<file path="src/adc_ctrl_map.vh">
`ifndef ADC_CTRL_MAP_VH
`define ADC_CTRL_MAP_VH
`define HW_TRIG_PIN      2'h0
`define HW_TRIG_TB2      2'h1
`define HW_TRIG_TA0      2'h2
`define EXT_NONE         2'h0
`define EXT_PIN_A        2'h1
`define EXT_PIN_B        2'h2
`define EXT_AMP          2'h3
`define SAMPLE_CYC_PLAIN 4'h2
`define SAMPLE_CYC_HOLD  4'h3
`define CONV_CYC_8       6'h08
`define CONV_CYC_10      6'h0A
`define RES_BITS         10
`endif

</file>
<file path="src/result_buffer.v">
`timescale 1ns/1ps
module result_buffer
#(
   parameter WIDTH = 14
)
(
   input  wire             clk_sys_in,
   input  wire             sys_rst_in,
   input  wire             in_valid_in,
   output wire             in_ready_out,
   input  wire [WIDTH-1:0] in_data_in,
   output reg              out_valid_out,
   input  wire             out_ready_in,
   output reg  [WIDTH-1:0] out_data_out
);
   // two entries: main register plus skid, so a stall loses nothing until both are full
   reg             skid_valid;
   reg [WIDTH-1:0] skid_data;
   reg             ready;
   assign in_ready_out = ready;
   always @(posedge clk_sys_in)
   begin
      if (sys_rst_in)
      begin
         out_valid_out <= 1'b0;
         out_data_out  <= {WIDTH{1'b0}};
         skid_valid    <= 1'b0;
         skid_data     <= {WIDTH{1'b0}};
         ready         <= 1'b1;
      end
      else
      begin
         if (!out_valid_out || out_ready_in)
         begin
            if (skid_valid)
            begin
               out_valid_out <= 1'b1;
               out_data_out  <= skid_data;
               skid_valid    <= 1'b0;
               ready         <= 1'b1;
            end
            else
            begin
               out_valid_out <= in_valid_in && ready;
               if (in_valid_in && ready)
                  out_data_out <= in_data_in;
            end
         end
         else if (in_valid_in && ready)
         begin
            skid_valid <= 1'b1;
            skid_data  <= in_data_in;
            ready      <= 1'b0;
         end
      end
   end
endmodule

</file>
<file path="src/adc_trigger_and_mode_control.v">
`timescale 1ns/1ps
`include "adc_ctrl_map.vh"
module adc_trigger_and_mode_control
(
   input  wire       clk_sys_in,
   input  wire       sys_rst_in,
   input  wire       trigger_source_select_in,
   input  wire       hw_trigger_sel_hi_in,
   input  wire       hw_trigger_sel_lo_in,
   input  wire       conversion_start_bit_in,
   input  wire       dma_mode_enable_in,
   input  wire       one_shot_or_repeat_in,
   input  wire       ext_input_sel_hi_in,
   input  wire       ext_input_sel_lo_in,
   input  wire [2:0] channel_sel_in,
   input  wire       resolution_10_in,
   input  wire       sample_hold_in,
   input  wire       assist_enable_in,
   input  wire       assist_select_in,
   input  wire       assist_method_in,
   input  wire       reference_connect_bit_in,
   input  wire       ext_trigger_pin_in,
   input  wire       timer_b2_div_req_in,
   input  wire       timer_a0_req_in,
   input  wire       comparator_in,
   input  wire       dma_ready_in,
   output reg        sampling_out,
   output reg        converting_out,
   output reg        busy_out,
   output reg  [2:0] sample_channel_out,
   output reg        extra_pin_a_in_en_out,
   output reg        extra_pin_b_in_en_out,
   output reg        extra_pin_a_drive_out,
   output reg        assist_pull_up_out,
   output reg        assist_pull_down_out,
   output reg        assist_force_vcc_out,
   output reg        assist_force_gnd_out,
   output reg        ladder_connect_out,
   output reg        result_valid_out,
   output reg  [2:0] result_index_out,
   output reg  [15:0] result_data_out,
   output reg        dma_request_out,
   output reg        conv_done_irq_out,
   output reg        result_dropped_out
);
   localparam IDLE   = 2'h0;
   localparam SAMPLE = 2'h1;
   localparam CONV   = 2'h2;
   localparam STORE  = 2'h3;

   reg [1:0]  state;
   reg [3:0]  cnt;
   reg [9:0]  sar;
   reg [9:0]  trial;
   reg [2:0]  target;
   reg        pin_meta;
   reg        pin_sync;
   reg        pin_prev;
   reg        tb2_prev;
   reg        ta0_prev;
   reg        start_prev;
   wire       pin_fall;
   wire       tb2_pulse;
   wire       ta0_pulse;
   wire       sw_start;
   wire [1:0] hw_sel;
   wire [1:0] ext_sel;
   wire [1:0] ext_eff;
   reg        hw_trig;
   wire       in_ready;
   wire       fifo_valid;
   wire [13:0] fifo_data;

   assign hw_sel  = {hw_trigger_sel_hi_in, hw_trigger_sel_lo_in};
   assign ext_sel = {ext_input_sel_hi_in, ext_input_sel_lo_in};
   assign ext_eff = one_shot_or_repeat_in ? ext_sel : `EXT_NONE;

   // pin is asynchronous; only the second and third stages feed edge logic
   always @(posedge clk_sys_in)
   begin
      if (sys_rst_in)
      begin
         pin_meta   <= 1'b1;
         pin_sync   <= 1'b1;
         pin_prev   <= 1'b1;
         tb2_prev   <= 1'b0;
         ta0_prev   <= 1'b0;
         start_prev <= 1'b0;
      end
      else
      begin
         pin_meta   <= ext_trigger_pin_in;
         pin_sync   <= pin_meta;
         pin_prev   <= pin_sync;
         tb2_prev   <= timer_b2_div_req_in;
         ta0_prev   <= timer_a0_req_in;
         start_prev <= conversion_start_bit_in;
      end
   end
   assign pin_fall  = pin_prev & ~pin_sync;
   // level held high counts once only
   assign tb2_pulse = timer_b2_div_req_in & ~tb2_prev;
   assign ta0_pulse = timer_a0_req_in & ~ta0_prev;
   assign sw_start  = !trigger_source_select_in &&
                      conversion_start_bit_in && !start_prev;

   always @*
   begin
      hw_trig = 1'b0;
      if (trigger_source_select_in && conversion_start_bit_in)
      begin
         if (hw_sel == `HW_TRIG_PIN)
            hw_trig = pin_fall && !dma_mode_enable_in;
         else if (hw_sel == `HW_TRIG_TB2)
            hw_trig = tb2_pulse;
         else if (hw_sel == `HW_TRIG_TA0)
            hw_trig = ta0_pulse;
      end
   end

   // result routing target
   always @*
   begin
      if (dma_mode_enable_in)
         target = 3'h0;
      else if (ext_eff == `EXT_PIN_A)
         target = 3'h0;
      else if (ext_eff == `EXT_PIN_B)
         target = 3'h1;
      else
         target = channel_sel_in;
   end

   always @*
   begin
      trial = 10'h000;
      if (resolution_10_in)
         trial = sar | (10'h200 >> cnt);
      else
         trial = sar | (10'h080 >> cnt);
   end

   always @(posedge clk_sys_in)
   begin
      if (sys_rst_in)
      begin
         state          <= IDLE;
         cnt            <= 4'h0;
         sar            <= 10'h000;
         sampling_out   <= 1'b0;
         converting_out <= 1'b0;
         busy_out       <= 1'b0;
      end
      else if (!conversion_start_bit_in)
      begin
         state          <= IDLE;
         sampling_out   <= 1'b0;
         converting_out <= 1'b0;
         busy_out       <= 1'b0;
      end
      else if (sw_start || hw_trig)
      begin
         state          <= SAMPLE;
         cnt            <= 4'h1;
         sar            <= 10'h000;
         sampling_out   <= 1'b1;
         converting_out <= 1'b0;
         busy_out       <= 1'b1;
      end
      else
      begin
         case (state)
            SAMPLE:
            begin
               if (cnt == (sample_hold_in ? `SAMPLE_CYC_HOLD
                                          : `SAMPLE_CYC_PLAIN))
               begin
                  state          <= CONV;
                  cnt            <= 4'h0;
                  sampling_out   <= 1'b0;
                  converting_out <= 1'b1;
               end
               else
                  cnt <= cnt + 4'h1;
            end
            CONV:
            begin
               // comparator reports input above trial level
               sar <= comparator_in ? trial : sar;
               if ({2'h0, cnt} == (resolution_10_in ? `CONV_CYC_10
                                   : `CONV_CYC_8) - 6'h01)
               begin
                  state          <= STORE;
                  converting_out <= 1'b0;
               end
               else
                  cnt <= cnt + 4'h1;
            end
            STORE:
            begin
               state    <= IDLE;
               busy_out <= 1'b0;
            end
            default:
               state <= IDLE;
         endcase
      end
   end

   // fifo absorbs dma stalls; a full buffer drops and flags
   result_buffer #(.WIDTH(14)) u_buf
   (
      .clk_sys_in    (clk_sys_in),
      .sys_rst_in    (sys_rst_in),
      .in_valid_in   (state == STORE),
      .in_ready_out  (in_ready),
      .in_data_in    ({target, resolution_10_in, sar}),
      .out_valid_out (fifo_valid),
      .out_ready_in  (dma_ready_in || !dma_mode_enable_in),
      .out_data_out  (fifo_data)
   );

   always @(posedge clk_sys_in)
   begin
      if (sys_rst_in)
      begin
         result_valid_out   <= 1'b0;
         result_index_out   <= 3'h0;
         result_data_out    <= 16'h0000;
         dma_request_out    <= 1'b0;
         conv_done_irq_out  <= 1'b0;
         result_dropped_out <= 1'b0;
      end
      else
      begin
         result_valid_out   <= fifo_valid &&
                               (dma_ready_in || !dma_mode_enable_in);
         dma_request_out    <= fifo_valid && dma_ready_in &&
                               dma_mode_enable_in;
         conv_done_irq_out  <= fifo_valid && dma_ready_in &&
                               dma_mode_enable_in;
         result_dropped_out <= (state == STORE) && !in_ready;
         if (fifo_valid)
         begin
            result_index_out <= fifo_data[13:11];
            if (fifo_data[10])
               result_data_out <= {6'h00, fifo_data[9:0]};
            else
               result_data_out <= {8'h00, fifo_data[7:0]};
         end
      end
   end

   // analog steering follows configuration directly
   always @(posedge clk_sys_in)
   begin
      if (sys_rst_in)
      begin
         sample_channel_out    <= 3'h0;
         extra_pin_a_in_en_out <= 1'b0;
         extra_pin_b_in_en_out <= 1'b0;
         extra_pin_a_drive_out <= 1'b0;
         assist_pull_up_out    <= 1'b0;
         assist_pull_down_out  <= 1'b0;
         assist_force_vcc_out  <= 1'b0;
         assist_force_gnd_out  <= 1'b0;
         ladder_connect_out    <= 1'b0;
      end
      else
      begin
         sample_channel_out    <= channel_sel_in;
         extra_pin_a_in_en_out <= (ext_eff == `EXT_PIN_A);
         extra_pin_b_in_en_out <= (ext_eff == `EXT_PIN_B) ||
                                  (ext_eff == `EXT_AMP);
         extra_pin_a_drive_out <= (ext_eff == `EXT_AMP);
         assist_pull_up_out    <= assist_enable_in && !assist_select_in &&
                                  !assist_method_in;
         assist_pull_down_out  <= assist_enable_in && !assist_select_in &&
                                  assist_method_in;
         assist_force_vcc_out  <= assist_enable_in && assist_select_in &&
                                  !assist_method_in;
         assist_force_gnd_out  <= assist_enable_in && assist_select_in &&
                                  assist_method_in;
         // a/d ladder only; d/a reference is not touched here
         ladder_connect_out    <= reference_connect_bit_in;
      end
   end
endmodule

</file>
<file path="config.mk">
export PLATFORM = sky130hd
export DESIGN_NAME = adc_trigger_and_mode_control
export DESIGN_NICKNAME = d
export VERILOG_FILES = /design/src/result_buffer.v /design/src/adc_trigger_and_mode_control.v
export VERILOG_INCLUDE_DIRS = /design/src
export SDC_FILE = /design/constraint.sdc
export NUM_CORES = 1
export LEC_CHECK = 0
export BUFFER_PORTS_ARGS = -buffer_cell sky130_fd_sc_hd__clkbuf_2
export CELL_PAD_IN_SITES_DETAIL_PLACEMENT = 2
export CELL_PAD_IN_SITES_GLOBAL_PLACEMENT = 2
export CORE_MARGIN = 10
export CORE_UTILIZATION = 31
export CTS_CLUSTER_SIZE = 28
export DETAILED_ROUTE_END_ITERATION = 8
export PLACE_DENSITY = 0.87
export SLEW_MARGIN = 10
export SYNTH_ARGS = -nofsm -noshare
export SYNTH_HDL_FRONTEND = slang
export SYNTH_SLANG_ARGS = --single-unit
</file>
<file path="constraint.sdc">
create_clock -name clk_sys_in -period 1.7 [get_ports clk_sys_in]
set_clock_uncertainty 0.15 [all_clocks]
set_input_delay 0.255 -clock clk_sys_in [delete_from_list [all_inputs] [get_ports clk_sys_in]]
set_output_delay 0.255 -clock clk_sys_in [all_outputs]
set_load 0.01 [all_outputs]
</file>
Word level (Yosys, flattened, before mapping)
Index checks and enable logic that the tools add are counted.
Widths: inputs -> output; s select.
{"block": "op_classes", "shift": 2, "n_lt_le_gt_ge": 0, "n_addsub": 2, "bitwise_logic": 10, "eq_ne": 16, "n_mul": 0, "div": 0, "n_reduce_logical": 48, "n_mux": 37}
{"op": "$mux 10", "n": 5}
{"op": "$mux 14", "n": 2}
{"op": "$or 10x10->10", "n": 2}
{"op": "$mux 1", "n": 17}
{"op": "$reduce_bool 2->1", "n": 8}
{"op": "$logic_and 1x1->1", "n": 15}
{"op": "$mux 4", "n": 3}
{"op": "$reduce_and 2->1", "n": 6}
{"op": "$eq 2x2->1 const B", "n": 5}
{"op": "$shr 10x4->10 const A", "n": 1}
{"op": "$shr 8x4->10 const A", "n": 1}
{"op": "$mux 3", "n": 3}
{"op": "$ne 3x3->1 const B", "n": 3}
{"op": "$reduce_and 3->1", "n": 3}
{"op": "$mux 2", "n": 4}
{"op": "$pmux 4 s2", "n": 1}
{"op": "$logic_not 1->1", "n": 7}
{"op": "$eq 2x1->1 const B", "n": 3}
{"op": "$eq 4x6->1", "n": 1}
{"op": "$not 1->1", "n": 5}
{"op": "$sub 4x1->5 const B", "n": 1}
{"op": "$add 4x1->4 const B", "n": 1}
{"op": "$eq 4x2->1", "n": 1}
{"op": "$logic_or 1x1->1", "n": 4}
{"op": "other kinds (9)", "n": 13}
{"block": "totals", "out_inout_bits": 37, "mem_count": 0, "reg_bits": 89, "ramBits": 0, "latchBits": 0, "romBits": 0, "inputBits": 24}

Depth between registers and ports, before layout
{"block": "logic_depth", "word_depth": 9, "depth_mapped": 7, "depth_no_buf": 6}

Modules after synthesis
A second synthesis with hierarchy kept.
{"block": "unflattened", "hier_cells": 363, "area_unflattened_um2": 3470.8}
{"mod": "adc_trigger_and_mode_control", "area_per_inst_um2": 2150.8, "cells_each": 224, "seq_area_each_um2": 1041.0, "n_inst": 1}
{"mod": "result_buffer", "area_per_inst_um2": 1320.0, "cells_each": 139, "seq_area_each_um2": 620.6, "n_inst": 1}

Worst setup path after synthesis
Ideal clock, no wire load.
{"block": "synth_path", "path_type": "register to register", "start": "register state[0]", "end": "register cnt[3]", "path_slack_ns": -0.015, "arrival_time_ns": 1.490, "path_stages_with_launch": 8, "cell_sequence": "dfxtp_1 inv_1 ha_1 clkbuf_2 inv_1 a21oi_1 or4_1 a21oi_1"}
{"block": "synth_between", "elab_chain_cells": 3, "elab_cells_between_ends": 7, "cone_classes": "eq/ne: 3; mux: 2; reduce/logical: 2"}
{"item": "from (decl)", "line_no": "adc_trigger_and_mode_control.v:51", "rtl": "reg [1:0] state;"}
{"item": "from (signal assigned)", "line_no": "adc_trigger_and_mode_control.v:147", "rtl": "state <= IDLE;"}
{"item": "from (signal assigned)", "line_no": "adc_trigger_and_mode_control.v:156", "rtl": "state <= IDLE;"}
{"item": "from (signal assigned)", "line_no": "adc_trigger_and_mode_control.v:163", "rtl": "state <= SAMPLE;"}
{"item": "$eq 2x2->1 / $eq 2x1->1 (equally long branches)", "line_no": "adc_trigger_and_mode_control.v:172", "rtl": "case (state)"}
{"item": "$ne 3x3->1 (no line) (tied with other cells)"}
{"item": "$reduce_and 3->1 (no line) / $mux 4 (equally long branches)"}
{"item": "to (signal assigned)", "line_no": "adc_trigger_and_mode_control.v:184", "rtl": "cnt <= cnt + 4'h1;"}
{"item": "to (signal assigned)", "line_no": "adc_trigger_and_mode_control.v:197", "rtl": "cnt <= cnt + 4'h1;"}
{"item": "to (decl)", "line_no": "adc_trigger_and_mode_control.v:52", "rtl": "reg [3:0] cnt;"}
Parallel ways exist; a longest one is shown, timed or not.
A chain may end at the register's enable or synchronous reset.

Worst setup path in the final report
{"block": "layout_path", "start": "register state[0]", "end": "register u_buf.out_data_out[9]"}
{"block": "layout_between", "elab_chain_cells": 4}
{"item": "$eq 2x2->1", "line_no": "adc_trigger_and_mode_control.v:215", "rtl": ".in_valid_in (state == STORE),"}
{"item": "$logic_and 1x1->1", "line_no": "result_buffer.v:45", "rtl": "if (in_valid_in && ready)"}
{"item": "$reduce_bool 2->1 (no line)"}
{"item": "$reduce_and 2->1 (no line)"}
{"item": "to (signal assigned)", "line_no": "result_buffer.v:26", "rtl": "out_data_out <= {WIDTH{1'b0}};"}
{"item": "to (signal assigned)", "line_no": "result_buffer.v:38", "rtl": "out_data_out <= skid_data;"}
{"item": "to (signal assigned)", "line_no": "result_buffer.v:46", "rtl": "out_data_out <= in_data_in;"}
{"item": "to (decl)", "line_no": "result_buffer.v:14", "rtl": "output reg [WIDTH-1:0] out_data_out"}
Every way passes these cells.

==> results.toml <==
[sta]
final_max_slew_viol_count = 0
worst_pin_slew_ps = 540
setup_ws_ps = -122
slew_headroom_pct = 64.0
hold_violations = 0
setup_viol = 7
maxClockFrequency_ghz = 0.549
rsz0062_at_grt = "true"
finalCriticalPeriod_ps = 1820
min_period_over_period_pct = 107

[clocking]
path_clk_slew_ps = 90
cts_max_level = 3
numCtsBuffers = 9
clock-sinks = 83
tritoncts = "yes"
clock-root-buffer = "clkbuf_8"
clockBufferDepth = 2
worstSkewPairLatency_ps = 380

[logic_synthesis]
yosysTopAreaCell = "dfxtp_1"
avgSynthCellArea_sq_um = 10.1
yosysWarningCount = 0
synthFlopType = "dfxtp_1"
syn_inst = 335
synthTopCellsByCount = "83 x dfxtp_1, 48 x nor2_1, 33 x mux2i_1, 15 x a211oi_1, 12 x a21oi_1"
synth_area_leaders = "dfxtp_1 49%, mux2i_1 9.8%, nor2_1 5.3%"
synthArstFlopShare_pct = 0
synth_edf_count = 0
ys_types = 59
synth_area_sq_um = 3370
synth_top_cell_area_share_pct = 49.3
yosysMostFrequentCell = "dfxtp_1"
synth_seq_cells = 83
seq_area_frac_synth_pct = 49.3

[global_routing]
grt_start_max_net_pins = 48
antenna_found_initial = 0
grt_overflow_total = 0
grtUsageTotal_pct = 15.2
grt_pass1_wl_um = 19100
grt_pass1_vias = 3314

[worst_setup_path]
reg2reg_slack_ps = -120
crit_chain = "buf_6 -> ha_4 -> a21oi_2 -> nor2_4 -> clkbuf_16 -> nor2_1 -> a211oi_1"
cpPeakStageDelay_ps = 380
crit_fanout = 7
required_ps = 1810
crit_type = "reg -> reg"
start_kind = "register"
arrival_ps = 1930
end_kind = "register"
critical_path.slowest_cell = "dfxtp_2"

[final_layout]
nFillCells = 1159
multi_input_area_sq_um = 1680
fin_nets = 454
drive_gt1_share_pct = 34.6
antenna_cells = 0
area_delta_synth_final_pct = 33.8
post-route-util_pct = 42.0
stdcell_area_sq_um = 4510
regArea_sq_um = 1670

[placement]
gp_congestion = 0.776
post-place-ws_ps = -169
placed_area_sq_um = 3960
dp_hpwl_um = 7610
port_buffers = 54

[detailed_routing]
drt_first_pass_iters = 4
wire_per_inst_um = 22.8
via_per_inst = 5.16
drc = 0
vias = 2944
drt_wl_total_um = 13000
drtIter0Drc = 173
drtAntennaViolNets = 0

[status]
failed_checks = "setup timing"
status = "finished, violations left"

[die]
core_area_sq_um = 10700
die_w_um = 124
die_y_um = 124
pin_count = 61
rows = 38
start_util_pct = 31.4
dieArea_sq_um = 15400

[worst_hold_path]
hp-class = "in -> reg"

[power]
power_leakage_nw = 1.80
peakVddDrop_mv = 0.369
power.total_mw = 3.84
powerDensity_nw_per_um2 = 852

[job]
cap_viol_max_count = 0
## path summary, 6_finish.rpt
path                          from                    end  cells past startpoint
max                       state[0]  u_buf.out_data_out[9]                      7
min          one_shot_or_repeat_in  extra_pin_a_drive_out                      3
max reg2reg               state[0]  u_buf.out_data_out[9]                      7
min reg2reg               pin_meta               pin_sync                      1
## power by group
| part | leakage, nW | switching [mW] | internal [mW] |
|---|---|---|---|
| clock network | 0.106 | 0.817 | 0.766 |
| registers | 0.675 | 0.0113 | 1.96 |
| logic | 1.02 | 0.164 | 0.121 |
| total | 1.80 | 0.992 | 2.85 |
## critical path, delay by kind of cell, from the launching register on
family	cells	cell delay, ps
flip-flops	1	380
adder cells (fa/ha/maj)	1	160
AO/OA/AOI/OAI	2	380
buffers and inverters	2	340
AND/OR/NAND/NOR	2	300
## metal layers
metal / GRT usage, % / vias up / routed length (um)
met5: 0 / - / 0
met4: 6.58 / 0 / 338
met3: 3.79 / 23 / 486
met2: 26.9 / 67 / 7120
met1: 16.7 / 1489 / 5090
li1: - / 1365 / -
## repair_timing
action,CTS,global route
resized for setup,16,24
hold buffers,12,0
endpoints found under the setup margin,25,27
buffers inserted,0,2
pin swaps,0,9
cloned,0,2
endpoints found under the hold margin,12,0
## state kept, by name, indices dropped and copies added, names as in the netlist, 2 cells and up
| name | flops |
|---|---|
| result_index_out | 3 |
| result_data_out | 10 |
| cnt | 4 |
| u_buf.skid_data | 14 |
| state | 2 |
| u_buf.out_data_out | 14 |
| sar | 10 |
| sample_channel_out | 3 |
## metrics by stage
step           instances  hold slack [ps]  TNS (ps)
6_report             571             47.1      -222
5_1_grt              571             41.5     -1590
4_1_cts              567             16.1     -43.0
3_5_place_dp         539              251      -942
3_3_place_gp         539              249     -98.1
2_1_floorplan        340              182     -1.83
## area by class of cell
cell class                      instances  area share, %
Timing Repair Buffer                  100           16.2
Multi-Input combinational cell        223           37.3
Sequential cell                        83           37.1
Clock buffer                           11           3.36
Inverter                                9          0.805
Tap cell                              140           3.89
Clock inverter                          5           1.33
## placed cells by master (no fill, tap or decap), drive strengths merged, types with 3 or more instances in the layout
master       Yosys  final
nor3             4      4
nor2b            8      8
nand2b           6      6
and3             5      5
nor4bb           3      3
clkbuf           7     67
nor4b            3      3
inv              9     10
or2              3      3
ha               4      4
nand3            6      6
dlygate4sd3      0     12
a211oi          15     15
dfxtp           83     83
mux2i           33     33
a21oi           13     13
nand2            8      8
a22oi            5      5
buf             18     32
nor3b            4      4
o21ai            7      7
nor2            50     50
conb             1      6
o211ai           3      3
a31oi            3      3
## cells by family after synthesis
kind of cell | Yosys count | synth area share, %
xor gates and xnor gates | 3 | 0.780
DFF | 83 | 49.3
and+or+nand+nor | 113 | 19.1
AOI/OAI and AO/OA | 64 | 14.3
muxes | 33 | 9.80
buffers and inverters | 34 | 5.12
adders and majority gates | 4 | 1.49
other | 1 | 0.111
Note: power is estimated with default switching activity, not from simulation.
